## config.mk

```make
export PLATFORM = sky130hd
export DESIGN_NAME = fault_supervisor
export DESIGN_NICKNAME = d
export VERILOG_FILES = /design/src/verilog/fault_supervisor_pkg.sv /design/src/verilog/fault_supervisor.sv /design/src/verilog/updown_filter.sv
export SDC_FILE = /design/constraint.sdc
export NUM_CORES = 1
export LEC_CHECK = 0
export ABC_AREA = 1
export BUFFER_PORTS_ARGS = -buffer_cell sky130_fd_sc_hd__buf_2
export CORE_AREA = 10 10 120 122
export CTS_CLUSTER_SIZE = 16
export DETAILED_ROUTE_END_ITERATION = 8
export DIE_AREA = 0 0 130 132
export GPL_ROUTABILITY_DRIVEN = 0
export PLACE_DENSITY = 0.79
export SYNTH_ARGS = -nofsm -noshare
export SYNTH_HDL_FRONTEND = slang
export SYNTH_HIERARCHICAL = 1
export SYNTH_SLANG_ARGS = --single-unit
```

## constraint.sdc

```tcl
create_clock -name clk_i -period 2.4 [get_ports clk_i]
set_input_delay 0.36 -clock clk_i [delete_from_list [all_inputs] [get_ports clk_i]]
set_output_delay 0.36 -clock clk_i [all_outputs]
set_load 0.01 [all_outputs]
```

## src/verilog/fault_supervisor_pkg.sv

```systemverilog
// shared constants and carrier types for the line and thermal fault supervisor
package fault_supervisor_pkg;

  // ----------------------------------------------------------------------
  // timing
  // ----------------------------------------------------------------------
  localparam int CLK_HZ = 50000000;
  localparam int LINE_OV_FILTER_US = 250;
  localparam int LINE_RISE_FILTER_US = 250;
  localparam int LINE_DROP_FILTER_MS = 30;
  localparam int START_WINDOW_MS = 30;
  localparam int OVERTEMP_OFF_MS = 2000;
  localparam int JITTER_HZ = 10000;
  localparam int LINE_OV_CYCLES = (CLK_HZ / 1000000) * LINE_OV_FILTER_US;
  localparam int LINE_RISE_CYCLES = (CLK_HZ / 1000000) * LINE_RISE_FILTER_US;
  localparam int LINE_DROP_CYCLES = (CLK_HZ / 1000) * LINE_DROP_FILTER_MS;
  localparam int START_WINDOW_CYCLES = (CLK_HZ / 1000) * START_WINDOW_MS;
  localparam int OVERTEMP_OFF_CYCLES = (CLK_HZ / 1000) * OVERTEMP_OFF_MS;
  localparam int JITTER_HALF_CYCLES = CLK_HZ / (2 * JITTER_HZ);
  localparam int JITTER_DEPTH_PCT = 5;

  // ----------------------------------------------------------------------
  // carriers
  // ----------------------------------------------------------------------
  typedef struct packed {
    logic line_overvoltage;
    logic line_above_rise;
    logic line_above_drop;
    logic line_below_strap;
    logic overtemp;
    logic supply_at_turn_on;
  } sense_s;

  typedef struct packed {
    logic switching_enable;
    logic startup_current_source;
    logic strap_test_current;
    logic fault_supply_current;
    logic jitter_wave;
  } drive_s;

  // ----------------------------------------------------------------------
  // supervisor states
  // ----------------------------------------------------------------------
  typedef enum logic [5:0] {
    SUP_CHARGE = 6'b000001,
    SUP_WINDOW = 6'b000010,
    SUP_RUN = 6'b000100,
    SUP_LINE_LOW = 6'b001000,
    SUP_OT_OFF = 6'b010000,
    SUP_OT_WAIT = 6'b100000
  } sup_state_e;

endpackage

```

## src/verilog/fault_supervisor.sv

```systemverilog
// line overvoltage, brown-in/out and thermal fault supervisor
// Behaviour
// stop switching after filtered line overvoltage
// recycle supply via startup source during overvoltage
// resume switching once overvoltage clears
// overvoltage filter is saturating up/down counter
// grounded overvoltage sense disables function
// source strap test current while supply charges
// low strap level disables brown logic, latched
// fixed start window, then require above drop
// brown-in after filtered rise above level
// brown-out after filtered drop below level
// brown filters are up/down counters
// 10 kHz 5 percent jitter wave
// overtemp off fixed time, restart at turn-on
// recycle supply, low fault current while overtemp
// enable only with no fault and start met
// debounce counters saturate, clear on reset
`timescale 1ns/1ps
`default_nettype none
module fault_supervisor #(
  parameter int LINE_OV_CNT = fault_supervisor_pkg::LINE_OV_CYCLES,
  parameter int LINE_RISE_CNT = fault_supervisor_pkg::LINE_RISE_CYCLES,
  parameter int LINE_DROP_CNT = fault_supervisor_pkg::LINE_DROP_CYCLES,
  parameter int START_WINDOW_CNT = fault_supervisor_pkg::START_WINDOW_CYCLES,
  parameter int OVERTEMP_OFF_CNT = fault_supervisor_pkg::OVERTEMP_OFF_CYCLES,
  parameter int JITTER_HALF_CNT = fault_supervisor_pkg::JITTER_HALF_CYCLES
) (
  // clock and reset
  input wire logic clk_i,
  input wire logic reset_i,
  // comparator results
  input wire fault_supervisor_pkg::sense_s sense_i,
  // drives to power stage and supply
  output fault_supervisor_pkg::drive_s drive_o,
  // status
  output logic line_ov_fault_o,
  output logic brown_disabled_o
);
  localparam int TW = $clog2(OVERTEMP_OFF_CNT + START_WINDOW_CNT + 1);
  localparam int JW = $clog2(JITTER_HALF_CNT + 1);
  localparam logic [TW-1:0] WIN_END = TW'(START_WINDOW_CNT - 1);
  localparam logic [TW-1:0] OT_END = TW'(OVERTEMP_OFF_CNT - 1);
  localparam logic [JW-1:0] JIT_END = JW'(JITTER_HALF_CNT - 1);

  fault_supervisor_pkg::sup_state_e state_q;
  logic [TW-1:0] timer_q;
  logic [JW-1:0] jit_cnt_q;
  logic jitter_q;
  logic strap_q;
  logic ov_fault_q;
  logic ov_hit, rise_hit, drop_hit;
  logic run_ok;

  // ----------------------------------------------------------------------
  // debounce filters
  // ----------------------------------------------------------------------
  updown_filter #(.TERMINAL(LINE_OV_CNT)) u_ov (
    .clk_i(clk_i),
    .reset_i(reset_i),
    .clear_i(1'b0),
    .up_i(sense_i.line_overvoltage),
    .hit_o(ov_hit),
    .zero_o()
  );
  updown_filter #(.TERMINAL(LINE_RISE_CNT)) u_rise (
    .clk_i(clk_i),
    .reset_i(reset_i),
    .clear_i(state_q != fault_supervisor_pkg::SUP_LINE_LOW),
    .up_i(sense_i.line_above_rise),
    .hit_o(rise_hit),
    .zero_o()
  );
  updown_filter #(.TERMINAL(LINE_DROP_CNT)) u_drop (
    .clk_i(clk_i),
    .reset_i(reset_i),
    .clear_i(state_q != fault_supervisor_pkg::SUP_RUN),
    .up_i(!sense_i.line_above_drop),
    .hit_o(drop_hit),
    .zero_o()
  );

  // ----------------------------------------------------------------------
  // line overvoltage fault
  // ----------------------------------------------------------------------
  always_ff @(posedge clk_i) begin
    if (reset_i) begin
      ov_fault_q <= 1'b0;
    end else if (ov_hit) begin
      ov_fault_q <= 1'b1;
    end else if (!sense_i.line_overvoltage && ov_fault_q) begin
      ov_fault_q <= 1'b0;
    end
  end

  // ----------------------------------------------------------------------
  // strap latch
  // ----------------------------------------------------------------------
  always_ff @(posedge clk_i) begin
    if (reset_i) begin
      strap_q <= 1'b0;
    end else if (state_q == fault_supervisor_pkg::SUP_CHARGE && sense_i.supply_at_turn_on) begin
      strap_q <= sense_i.line_below_strap;
    end
  end

  // ----------------------------------------------------------------------
  // supervisor sequence
  // ----------------------------------------------------------------------
  always_ff @(posedge clk_i) begin
    if (reset_i) begin
      state_q <= fault_supervisor_pkg::SUP_CHARGE;
      timer_q <= '0;
    end else if (sense_i.overtemp && state_q != fault_supervisor_pkg::SUP_OT_OFF) begin
      state_q <= fault_supervisor_pkg::SUP_OT_OFF;
      timer_q <= '0;
    end else begin
      case (state_q)
        fault_supervisor_pkg::SUP_CHARGE: begin
          timer_q <= '0;
          if (sense_i.supply_at_turn_on) begin
            if (sense_i.line_below_strap) begin
              state_q <= fault_supervisor_pkg::SUP_RUN;
            end else begin
              state_q <= fault_supervisor_pkg::SUP_WINDOW;
            end
          end
        end
        fault_supervisor_pkg::SUP_WINDOW: begin
          timer_q <= timer_q + 1'b1;
          if (timer_q == WIN_END) begin
            timer_q <= '0;
            if (sense_i.line_above_drop) begin
              state_q <= fault_supervisor_pkg::SUP_RUN;
            end else begin
              state_q <= fault_supervisor_pkg::SUP_LINE_LOW;
            end
          end
        end
        fault_supervisor_pkg::SUP_RUN: begin
          if (!strap_q && drop_hit) begin
            state_q <= fault_supervisor_pkg::SUP_LINE_LOW;
          end
        end
        fault_supervisor_pkg::SUP_LINE_LOW: begin
          if (rise_hit) begin
            state_q <= fault_supervisor_pkg::SUP_RUN;
          end
        end
        fault_supervisor_pkg::SUP_OT_OFF: begin
          if (timer_q == OT_END) begin
            timer_q <= '0;
            if (!sense_i.overtemp) begin
              state_q <= fault_supervisor_pkg::SUP_OT_WAIT;
            end
          end else begin
            timer_q <= timer_q + 1'b1;
          end
        end
        fault_supervisor_pkg::SUP_OT_WAIT: begin
          if (sense_i.supply_at_turn_on) begin
            state_q <= fault_supervisor_pkg::SUP_RUN;
          end
        end
        default: begin
          state_q <= fault_supervisor_pkg::SUP_CHARGE;
          timer_q <= '0;
        end
      endcase
    end
  end

  // ----------------------------------------------------------------------
  // jitter wave
  // ----------------------------------------------------------------------
  always_ff @(posedge clk_i) begin
    if (reset_i) begin
      jit_cnt_q <= '0;
      jitter_q <= 1'b0;
    end else if (jit_cnt_q == JIT_END) begin
      jit_cnt_q <= '0;
      jitter_q <= !jitter_q;
    end else begin
      jit_cnt_q <= jit_cnt_q + 1'b1;
    end
  end

  // ----------------------------------------------------------------------
  // output drive
  // ----------------------------------------------------------------------
  assign run_ok = (state_q == fault_supervisor_pkg::SUP_WINDOW ||
                   state_q == fault_supervisor_pkg::SUP_RUN) && !sense_i.overtemp;

  always_ff @(posedge clk_i) begin
    if (reset_i) begin
      drive_o <= '0;
      line_ov_fault_o <= 1'b0;
      brown_disabled_o <= 1'b0;
    end else begin
      drive_o.switching_enable <= run_ok && !ov_fault_q && !ov_hit;
      drive_o.startup_current_source <= !sense_i.supply_at_turn_on &&
        (ov_fault_q || state_q != fault_supervisor_pkg::SUP_RUN);
      drive_o.strap_test_current <= (state_q == fault_supervisor_pkg::SUP_CHARGE);
      drive_o.fault_supply_current <= (state_q == fault_supervisor_pkg::SUP_OT_OFF);
      drive_o.jitter_wave <= jitter_q;
      line_ov_fault_o <= ov_fault_q;
      brown_disabled_o <= strap_q;
    end
  end

  // ----------------------------------------------------------------------
  // checks
  // ----------------------------------------------------------------------
  chk_ov_stops_switch: assert property (@(posedge clk_i) disable iff (reset_i)
    ov_fault_q |=> !drive_o.switching_enable) else $error("switching during line overvoltage");
  chk_ov_needs_filter: assert property (@(posedge clk_i) disable iff (reset_i)
    $rose(ov_fault_q) |-> $past(ov_hit)) else $error("overvoltage fault without full count");
  chk_ov_clears: assert property (@(posedge clk_i) disable iff (reset_i)
    (ov_fault_q && !ov_hit && !sense_i.line_overvoltage) |=> !ov_fault_q)
    else $error("overvoltage fault did not clear");
  chk_strap_test_src: assert property (@(posedge clk_i) disable iff (reset_i)
    (state_q == fault_supervisor_pkg::SUP_CHARGE) |=> drive_o.strap_test_current)
    else $error("no strap test current while charging");
  chk_window_length: assert property (@(posedge clk_i) disable iff (reset_i)
    (state_q == fault_supervisor_pkg::SUP_WINDOW) |-> timer_q <= WIN_END)
    else $error("start window overran");
  chk_brown_in: assert property (@(posedge clk_i) disable iff (reset_i)
    (state_q == fault_supervisor_pkg::SUP_LINE_LOW && rise_hit && !sense_i.overtemp)
    |=> state_q == fault_supervisor_pkg::SUP_RUN) else $error("brown-in not taken");
  chk_brown_out: assert property (@(posedge clk_i) disable iff (reset_i)
    (state_q == fault_supervisor_pkg::SUP_RUN && drop_hit && !strap_q && !sense_i.overtemp)
    |=> state_q == fault_supervisor_pkg::SUP_LINE_LOW) else $error("brown-out not taken");
  chk_overtemp_off: assert property (@(posedge clk_i) disable iff (reset_i)
    sense_i.overtemp |=> ##1 !drive_o.switching_enable) else $error("switching in overtemp");
  chk_fault_current: assert property (@(posedge clk_i) disable iff (reset_i)
    (state_q == fault_supervisor_pkg::SUP_OT_OFF) |=> drive_o.fault_supply_current)
    else $error("fault current not selected");
  chk_jitter_period: assert property (@(posedge clk_i) disable iff (reset_i)
    $changed(jitter_q) |=> $stable(jitter_q)) else $error("jitter wave too fast");
endmodule
`default_nettype wire

```

## src/verilog/updown_filter.sv

```systemverilog
// saturating up/down debounce counter
`timescale 1ns/1ps
`default_nettype none
module updown_filter #(
  parameter int TERMINAL = 12500,
  parameter int W = $clog2(TERMINAL + 1)
) (
  // clock and reset
  input wire logic clk_i,
  input wire logic reset_i,
  // control
  input wire logic clear_i,
  input wire logic up_i,
  // result
  output logic hit_o,
  output logic zero_o
);
  localparam logic [W-1:0] TOP = W'(TERMINAL);
  logic [W-1:0] count_q;

  // ----------------------------------------------------------------------
  // counter
  // ----------------------------------------------------------------------
  always_ff @(posedge clk_i) begin
    if (reset_i || clear_i) begin
      count_q <= '0;
    end else if (up_i && count_q != TOP) begin
      count_q <= count_q + 1'b1;
    end else if (!up_i && count_q != '0) begin
      count_q <= count_q - 1'b1;
    end
  end

  assign hit_o = (count_q == TOP);
  assign zero_o = (count_q == '0);

  chk_count_saturates: assert property (@(posedge clk_i) disable iff (reset_i)
    count_q <= TOP) else $error("filter count beyond terminal");
endmodule
`default_nettype wire

```

==> impl_results.rst, run 1 <==
.. list-table::
   :header-rows: 1

   * - Metric
     - Value
   * - Worst relative slew slack
     - 64.9%
   * - Post-route setup slack
     - -231 ps
   * - Clock Latency Late Sink
     - between 300 and 400 ps
   * - Detailed-router iteration count before antenna repair
     - 5
   * - Crit start category
     - flip-flop
   * - Antenna violation net count after detailed routing
     - 0
   * - Vias in the first global route
     - 6558
   * - TritonCTS clock tree
     - yes
   * - H-tree depth reported by CTS
     - 3
   * - Violations in the final reports
     - negative setup slack
   * - Vertical die dimension
     - 132 µm
   * - Hold Crit Class
     - in -> reg
   * - Tot Pwr
     - ~0.0041 W
   * - Root buffer cell
     - sky130_fd_sc_hd__clkbuf_16
   * - Run status
     - complete, but fails checks
   * - Final Net Count
     - 1216
   * - Clock skew
     - ~7.2 ps
   * - Leakage
     - 3.92 nW
   * - F_max
     - 0.380 GHz
   * - RSZ-0062 raised after global routing
     - yes
   * - Die Footprint
     - 0.0172 mm²
   * - Final slew viol count
     - 0
   * - Mapped Cells
     - roughly 1100
   * - Tightest Pin Transition
     - between 500 and 600 ps
   * - Residual overflow from global routing
     - 0
   * - Avg Vias per Cell
     - 5.63
   * - Minimum clock period
     - 2630 ps
   * - P&R area growth vs syn
     - 17.2%
   * - Total setup violations reported at the end of the flow
     - 17
   * - Core ar.
     - 0.0119 mm²
   * - Mapped Nets
     - 1172
   * - Crit path largest cell delay
     - 400 ps
   * - CTS Buf Count
     - 9
   * - IR Drop Worst-Case VDD
     - 661 µV
   * - Number of antenna cells inserted
     - 0
   * - Pin count of the biggest net entering global routing
     - 25
   * - Synthesis warning total
     - 6
   * - Standard-cell row count
     - 40
   * - Power density cells
     - about 470 mW/mm²
   * - Max stage delay cell, worst path
     - sky130_fd_sc_hd__dfxtp_1
   * - Final clock period utilization by the worst path
     - 110%
   * - X dimension of the die
     - 130 µm
   * - Maximum clock path buffer count
     - 2
   * - I/O pin cnt
     - 15
   * - Final Instance Count excl. Fillers
     - 1311
   * - Dpl cells
     - 1288
   * - Placed standard-cell area
     - 0.00780 mm²
   * - Global Route Usage Sum
     - 20.8%
   * - Worst Path Arrival
     - ~2900 ps
   * - Final hold violation count
     - 0
   * - Required arrival time at the worst endpoint
     - 2650 ps
   * - Max-capacitance violation count
     - 0
   * - Cell Chain, Critical Path
     - inv_1 -> nor3_2 -> and3_4 -> nand2_4 -> nand2_8 -> buf_8 -> ha_4 -> nand4_1 -> nor2_2 -> nand3_1 -> nand3_1 -> nand2_1 -> a21oi_1 -> nor2_1
   * - Crit Path Category
     - reg -> reg
   * - WL/cell
     - approximately 15 µm
   * - Mapped cell area
     - approximately 0.0075 mm²
   * - Wire length of the first global-routing pass
     - 29900 µm
   * - Sum of net half-perimeters after detailed placement
     - 13300 µm
   * - Placement Setup Slack
     - -9.42 ps
   * - Post-Syn Area per Cell
     - 6.69 µm²
   * - Share of post-route cells with drive strength above 1
     - 19.1%
   * - Cell mode on critical path
     - sky130_fd_sc_hd__nand3_1
   * - Clk pin slew, worst setup/hold paths
     - 70 ps
   * - Starting utilization of the core area
     - 62.7%
   * - Worst Setup End Kind
     - flip-flop
   * - Buffers added on ports
     - 14
   * - Detailed router's first-iteration violation count
     - 647
   * - Setup tns final
     - -1830 ps
   * - Clock sink count
     - 104
   * - Detailed-route DRC error count
     - 0
   * - Post-route standard cell area excluding fillers
     - 0.00875 mm²
   * - Maximum fanout along the worst path
     - 6
   * - Vias after detailed routing
     - about 7400
   * - Post-Route WL
     - 19500 µm
   * - Number of antenna violations at the first check in global routing
     - 0
-- power breakdown --
| group | internal [W] | switching, W |
|---|---|---|
| clock network | 0.000964 | 0.000652 |
| logic | 0.000246 | 0.000414 |
| registers | 0.00176 | 0.0000344 |
| total | 0.00297 | 0.00110 |
-- flip-flops by register name, indices dropped and copies added, names as in the netlist, 5 cells and up --
register	count
drive_o	5
state_q	6
u_ov/count_q	14
jit_cnt_q	12
u_drop/count_q	21
u_rise/count_q	14
timer_q	27
-- final timing paths --
kind                                         from                         endpoint  slack (ps)  cells past startpoint
setup / recovery  u_drop/count_q[17]$_SDFFE_PP0P_  u_drop/count_q[20]$_SDFFE_PP0P_        -230                     14
hold / removal                         sense_i[0]            drive_o[3]$_SDFF_PP0_         220                      2
setup reg to reg  u_drop/count_q[17]$_SDFFE_PP0P_  u_drop/count_q[20]$_SDFFE_PP0P_        -230                     14
hold reg to reg              strap_q$_SDFFE_PP0P_      brown_disabled_o$_SDFF_PP0_         440                      2
-- area by class of cell --
type	count	area [µm²]
clock buffer	12	256
clock inverter	3	65.1
fill	919	3170
inverter	156	587
multi-input combinational	847	5250
sequential	104	2090
tap	147	184
timing repair buffer	42	320
-- routing by layer --
metal  share of wire [%]  vias up  wire [µm]  global-route usage [%]
met5                   0        -          0                       0
met4                 3.4        0        659                    5.44
met3                 5.6       60       1100                    4.75
met2                  46      253       9030                    32.6
met1                  45     3364       8720                    27.9
li1                    -     3709          -                       -
-- metrics by stage --
stage          hold slack [ps]  util (%)
2_1_floorplan              419         -
3_3_place_gp               428      65.5
3_5_place_dp               429      65.5
4_1_cts                    210      68.4
5_1_grt                    222      73.4
6_report                   218      73.4
-- placed cells by master, fill, tap and decap left out, drive strengths merged, types with 17 or more instances in the layout --
master	instances
buf	42
xor2	23
o21ai	23
xnor2	17
nor2	182
dfxtp	104
nand2	286
nor3	22
nand4	37
a21oi	86
nand3	72
ha	45
inv	155
-- timing repair --
item	4_1_cts	5_1_grt
hold buffers	0	0
endpoints found under the setup margin	10	23
resized for setup	3	106
setup buffers	0	6
pin swaps	3	31
gates cloned	1	1
-- critical path: cells and delay by family (launching register included) --
| kind | cells | cell delay, ps |
|---|---|---|
| AOI/OAI and AO/OA | 1 | 190 |
| adders and majority gates | 1 | 170 |
| buffers and inverters | 2 | 260 |
| DFF | 1 | 400 |
| and+or+nand+nor | 10 | 1480 |
Power figures use the tool's default switching activity.
==> run 2: changes to the inputs <==
Clock period 2.4 ns to 2.5 ns, I/O delays scaled along.
==> run 2 against run 1 <==
Effect of this change: die area did not move; the run now ends clean; wire length fell by 8.9%; sequential share of layout area rose by 1.5 points; clock skew barely moved; highest routed layer unchanged; non-clock buffer count fell by 10; worst hold slack improved by 11 ps; global-route usage fell by 0.35 points; largest power group unchanged; maximum frequency rose by 8.3%.
==> impl_results.rst, run 2 (same netlist as run 1, synthesis figures left out) <==
.. list-table::
   :header-rows: 1

   * - Metric
     - Value
   * - Final clock period utilization by the worst path
     - 97.2% (was 110%)
   * - Final Instance Count excl. Fillers
     - 1303 (was 1311)
   * - Post-Route WL
     - 17800 µm (was 19500 µm)
   * - Cell mode on critical path
     - sky130_fd_sc_hd__nand2_1 (was sky130_fd_sc_hd__nand3_1)
   * - R2R setup slack
     - 70 ps (was -230 ps)
   * - Clock skew
     - 6.82 ps (was 7.21 ps)
   * - Worst flop-to-flop path endpoint
     - u_drop/count_q[20]$_SDFFE_PP0P_ (unchanged)
   * - H-tree depth reported by CTS
     - 3 (unchanged)
   * - Vias in the first global route
     - 6481 (was 6558)
   * - Setup tns final
     - 0 ps (was -1830 ps)
   * - Worst Path Arrival
     - 2690 ps (was 2880 ps)
   * - Global Route Usage Sum
     - 20.5% (was 20.8%)
   * - Standard-cell row count
     - 40 (unchanged)
   * - Run status
     - completed (was complete, but fails checks)
   * - Final slew viol count
     - 0 (unchanged)
   * - Crit path largest cell delay
     - 400 ps (about the same)
   * - Share of post-route cells with drive strength above 1
     - 15.2% (was 19.1%)
   * - Residual overflow from global routing
     - 0 (unchanged)
   * - Wire length of the first global-routing pass
     - 29500 µm (was 29900 µm)
   * - TritonCTS clock tree
     - yes (unchanged)
   * - Tot Pwr
     - 0.00367 W (was 0.00407 W)
   * - Core ar.
     - 0.0119 mm² (unchanged)
   * - Root buffer cell
     - sky130_fd_sc_hd__clkbuf_16 (unchanged)
   * - CTS Buf Count
     - 9 (unchanged)
   * - Power density cells
     - 447 mW/mm² (was 466 mW/mm²)
   * - Worst reg2reg path startpoint
     - u_drop/count_q[5]$_SDFFE_PP0P_ (was u_drop/count_q[17]$_SDFFE_PP0P_)
   * - Dpl cells
     - 1281 (was 1288)
   * - Starting utilization of the core area
     - 62.7% (unchanged)
   * - Max-capacitance violation count
     - 0 (unchanged)
   * - Largest register FFs
     - 27 (unchanged)
   * - Maximum clock path buffer count
     - 2 (unchanged)
   * - F_max
     - 0.412 GHz (was 0.380 GHz)
   * - RSZ-0062 raised after global routing
     - yes (unchanged)
   * - Cts-stage hold buffer count
     - 0 (unchanged)
   * - Biggest register
     - timer_q (unchanged)
   * - Leakage
     - 3.80 nW (was 3.92 nW)
   * - Total setup violations reported at the end of the flow
     - 0 (was 17)
   * - I/O pin cnt
     - 15 (unchanged)
   * - Hold Crit Class
     - in -> reg (unchanged)
   * - Pin count of the biggest net entering global routing
     - 25 (unchanged)
   * - WL/cell
     - 13.6 µm (was 14.9 µm)
   * - Max stage delay cell, worst path
     - sky130_fd_sc_hd__dfxtp_1 (unchanged)
   * - Termination of the worst setup path
     - u_drop/count_q[20]$_SDFFE_PP0P_ (unchanged)
   * - X dimension of the die
     - 130 µm (unchanged)
   * - IR Drop Worst-Case VDD
     - 436 µV (was 661 µV)
   * - Maximum fanout along the worst path
     - 10 (was 6)
   * - Post-route standard cell area excluding fillers
     - 0.00821 mm² (was 0.00875 mm²)
   * - Sum of net half-perimeters after detailed placement
     - 13100 µm (was 13300 µm)
   * - Avg Vias per Cell
     - 5.47 (was 5.63)
   * - P&R area growth vs syn
     - 9.92% (was 17.2%)
   * - Clk pin slew, worst setup/hold paths
     - 70 ps (about the same)
   * - Worst setup path start
     - u_drop/count_q[5]$_SDFFE_PP0P_ (was u_drop/count_q[17]$_SDFFE_PP0P_)
   * - Most frequent standard cell in the layout excluding fill and tap cells
     - sky130_fd_sc_hd__nand2_1 (unchanged)
   * - Buffers added on ports
     - 14 (unchanged)
   * - Clock sink count
     - 104 (unchanged)
   * - Clock Latency Late Sink
     - 360 ps (about the same)
   * - Detailed router's first-iteration violation count
     - 587 (was 647)
   * - Number of antenna violations at the first check in global routing
     - 0 (unchanged)
   * - Antenna violation net count after detailed routing
     - 0 (unchanged)
   * - Minimum clock period
     - 2430 ps (was 2630 ps)
   * - Die Footprint
     - 0.0172 mm² (unchanged)
   * - Cell depth of the worst min-delay path
     - 2 (unchanged)
   * - Crit Path Category
     - reg -> reg (unchanged)
   * - Largest registers
     - timer_q: 27 flops, u_drop/count_q: 21 flops (unchanged)
   * - Vertical die dimension
     - 132 µm (unchanged)
   * - Placed standard-cell area
     - 0.00773 mm² (was 0.00780 mm²)
   * - Vias after detailed routing
     - 7123 (was 7386)
   * - Crit start category
     - flip-flop (unchanged)
   * - Detailed-route DRC error count
     - 0 (unchanged)
   * - Required arrival time at the worst endpoint
     - 2760 ps (was 2650 ps)
   * - Worst Setup End Kind
     - flip-flop (unchanged)
   * - Final hold violation count
     - 0 (unchanged)
   * - Detailed-router iteration count before antenna repair
     - 5 (unchanged)
   * - Worst R2R Path Depth
     - 14 (unchanged)
   * - Final Net Count
     - 1206 (was 1216)
   * - Cell Chain, Critical Path
     - nand4_1 -> nor3_4 -> nand2_4 -> nand2_8 -> buf_4 -> ha_2 -> a21oi_1 -> nand2_1 -> nor2_1 -> nand3_1 -> nand2_1 -> nand3_1 -> nand2_1 -> nor2_1 (was inv_1 -> nor3_2 -> and3_4 -> nand2_4 -> nand2_8 -> buf_8 -> ha_4 -> nand4_1 -> nor2_2 -> nand3_1 -> nand3_1 -> nand2_1 -> a21oi_1 -> nor2_1)
   * - Leading cell types in the layout, fill and taps excluded
     - sky130_fd_sc_hd__nand2_1, sky130_fd_sc_hd__nor2_1, sky130_fd_sc_hd__inv_1 (unchanged)
[run 2: cell types whose count changed in the layout (fill, tap and decap cells not counted), sizes merged]
cell      previous run  this run
buf                 42        32
bufinv               2         0
clkbuf              12        11
clkinv               2         5
clkinvlp             0         1
diode                0         1
[run 2: critical path, delay by kind of cell, from the launching register on]
kind / cells / cell delay [ps]
AO/OA/AOI/OAI: 1 / 150
adder cells (fa/ha/maj): 1 / 300
buffers and inverters: 1 / 140
flip-flops: 1 / 400
AND/OR/NAND/NOR: 11 / 1330
[run 2: repair_timing]
action,in CTS,in global routing
resized for setup,0,36
endpoints found under the setup margin,0,19
setup buffers,0,3
[run 2: how the worst min path moves through the flow]
| stage | startpoint | to | slack (ps) |
|---|---|---|---|
| 2_1_floorplan | strap_q$_SDFFE_PP0P_ | brown_disabled_o$_SDFF_PP0_ | 420 |
| 3_3_place_gp | strap_q$_SDFFE_PP0P_ | brown_disabled_o$_SDFF_PP0_ | 430 |
| 3_5_place_dp | strap_q$_SDFFE_PP0P_ | brown_disabled_o$_SDFF_PP0_ | 440 |
| 4_1_cts | sense_i[0] | drive_o[3]$_SDFF_PP0_ | 220 |
| 5_1_grt | sense_i[0] | drive_o[3]$_SDFF_PP0_ | 220 |
| 6_report | sense_i[0] | drive_o[3]$_SDFF_PP0_ | 230 |
[run 2: cell type report]
type                       count  area (µm²)
antenna                        1        2.50
clock buffer                  11         253
clock inverter                 5        31.3
fill                        1041        3710
inverter                     156         587
multi-input combinational    847        4860
sequential                   104        2090
tap                          147         184
timing repair buffer          32         205
[run 2: power by group]
group	switching [W]	total [W]	leakage [nW]	internal, W
Combinational	0.000372	0.000576	2.82	0.000204
Sequential	0.0000322	0.00172	0.843	0.00169
Clock	0.000643	0.00137	0.141	0.000727
Total	0.00105	0.00367	3.80	0.00262
[run 2: stage by stage]
step	worst slack, ps	utilization (%)	hold slack, ps
2_1_floorplan	298	-	419
3_3_place_gp	77.9	64.9	429
3_5_place_dp	33.6	64.9	441
4_1_cts	13.0	67.3	216
5_1_grt	-77.0	68.9	217
6_report	70.8	68.9	229
[run 2: per-layer routing]
metal	wire [µm]	GRT usage, %
met5	0	0
met3	934	3.66
met2	7940	32.1
met4	505	7.44
met1	8400	27.3
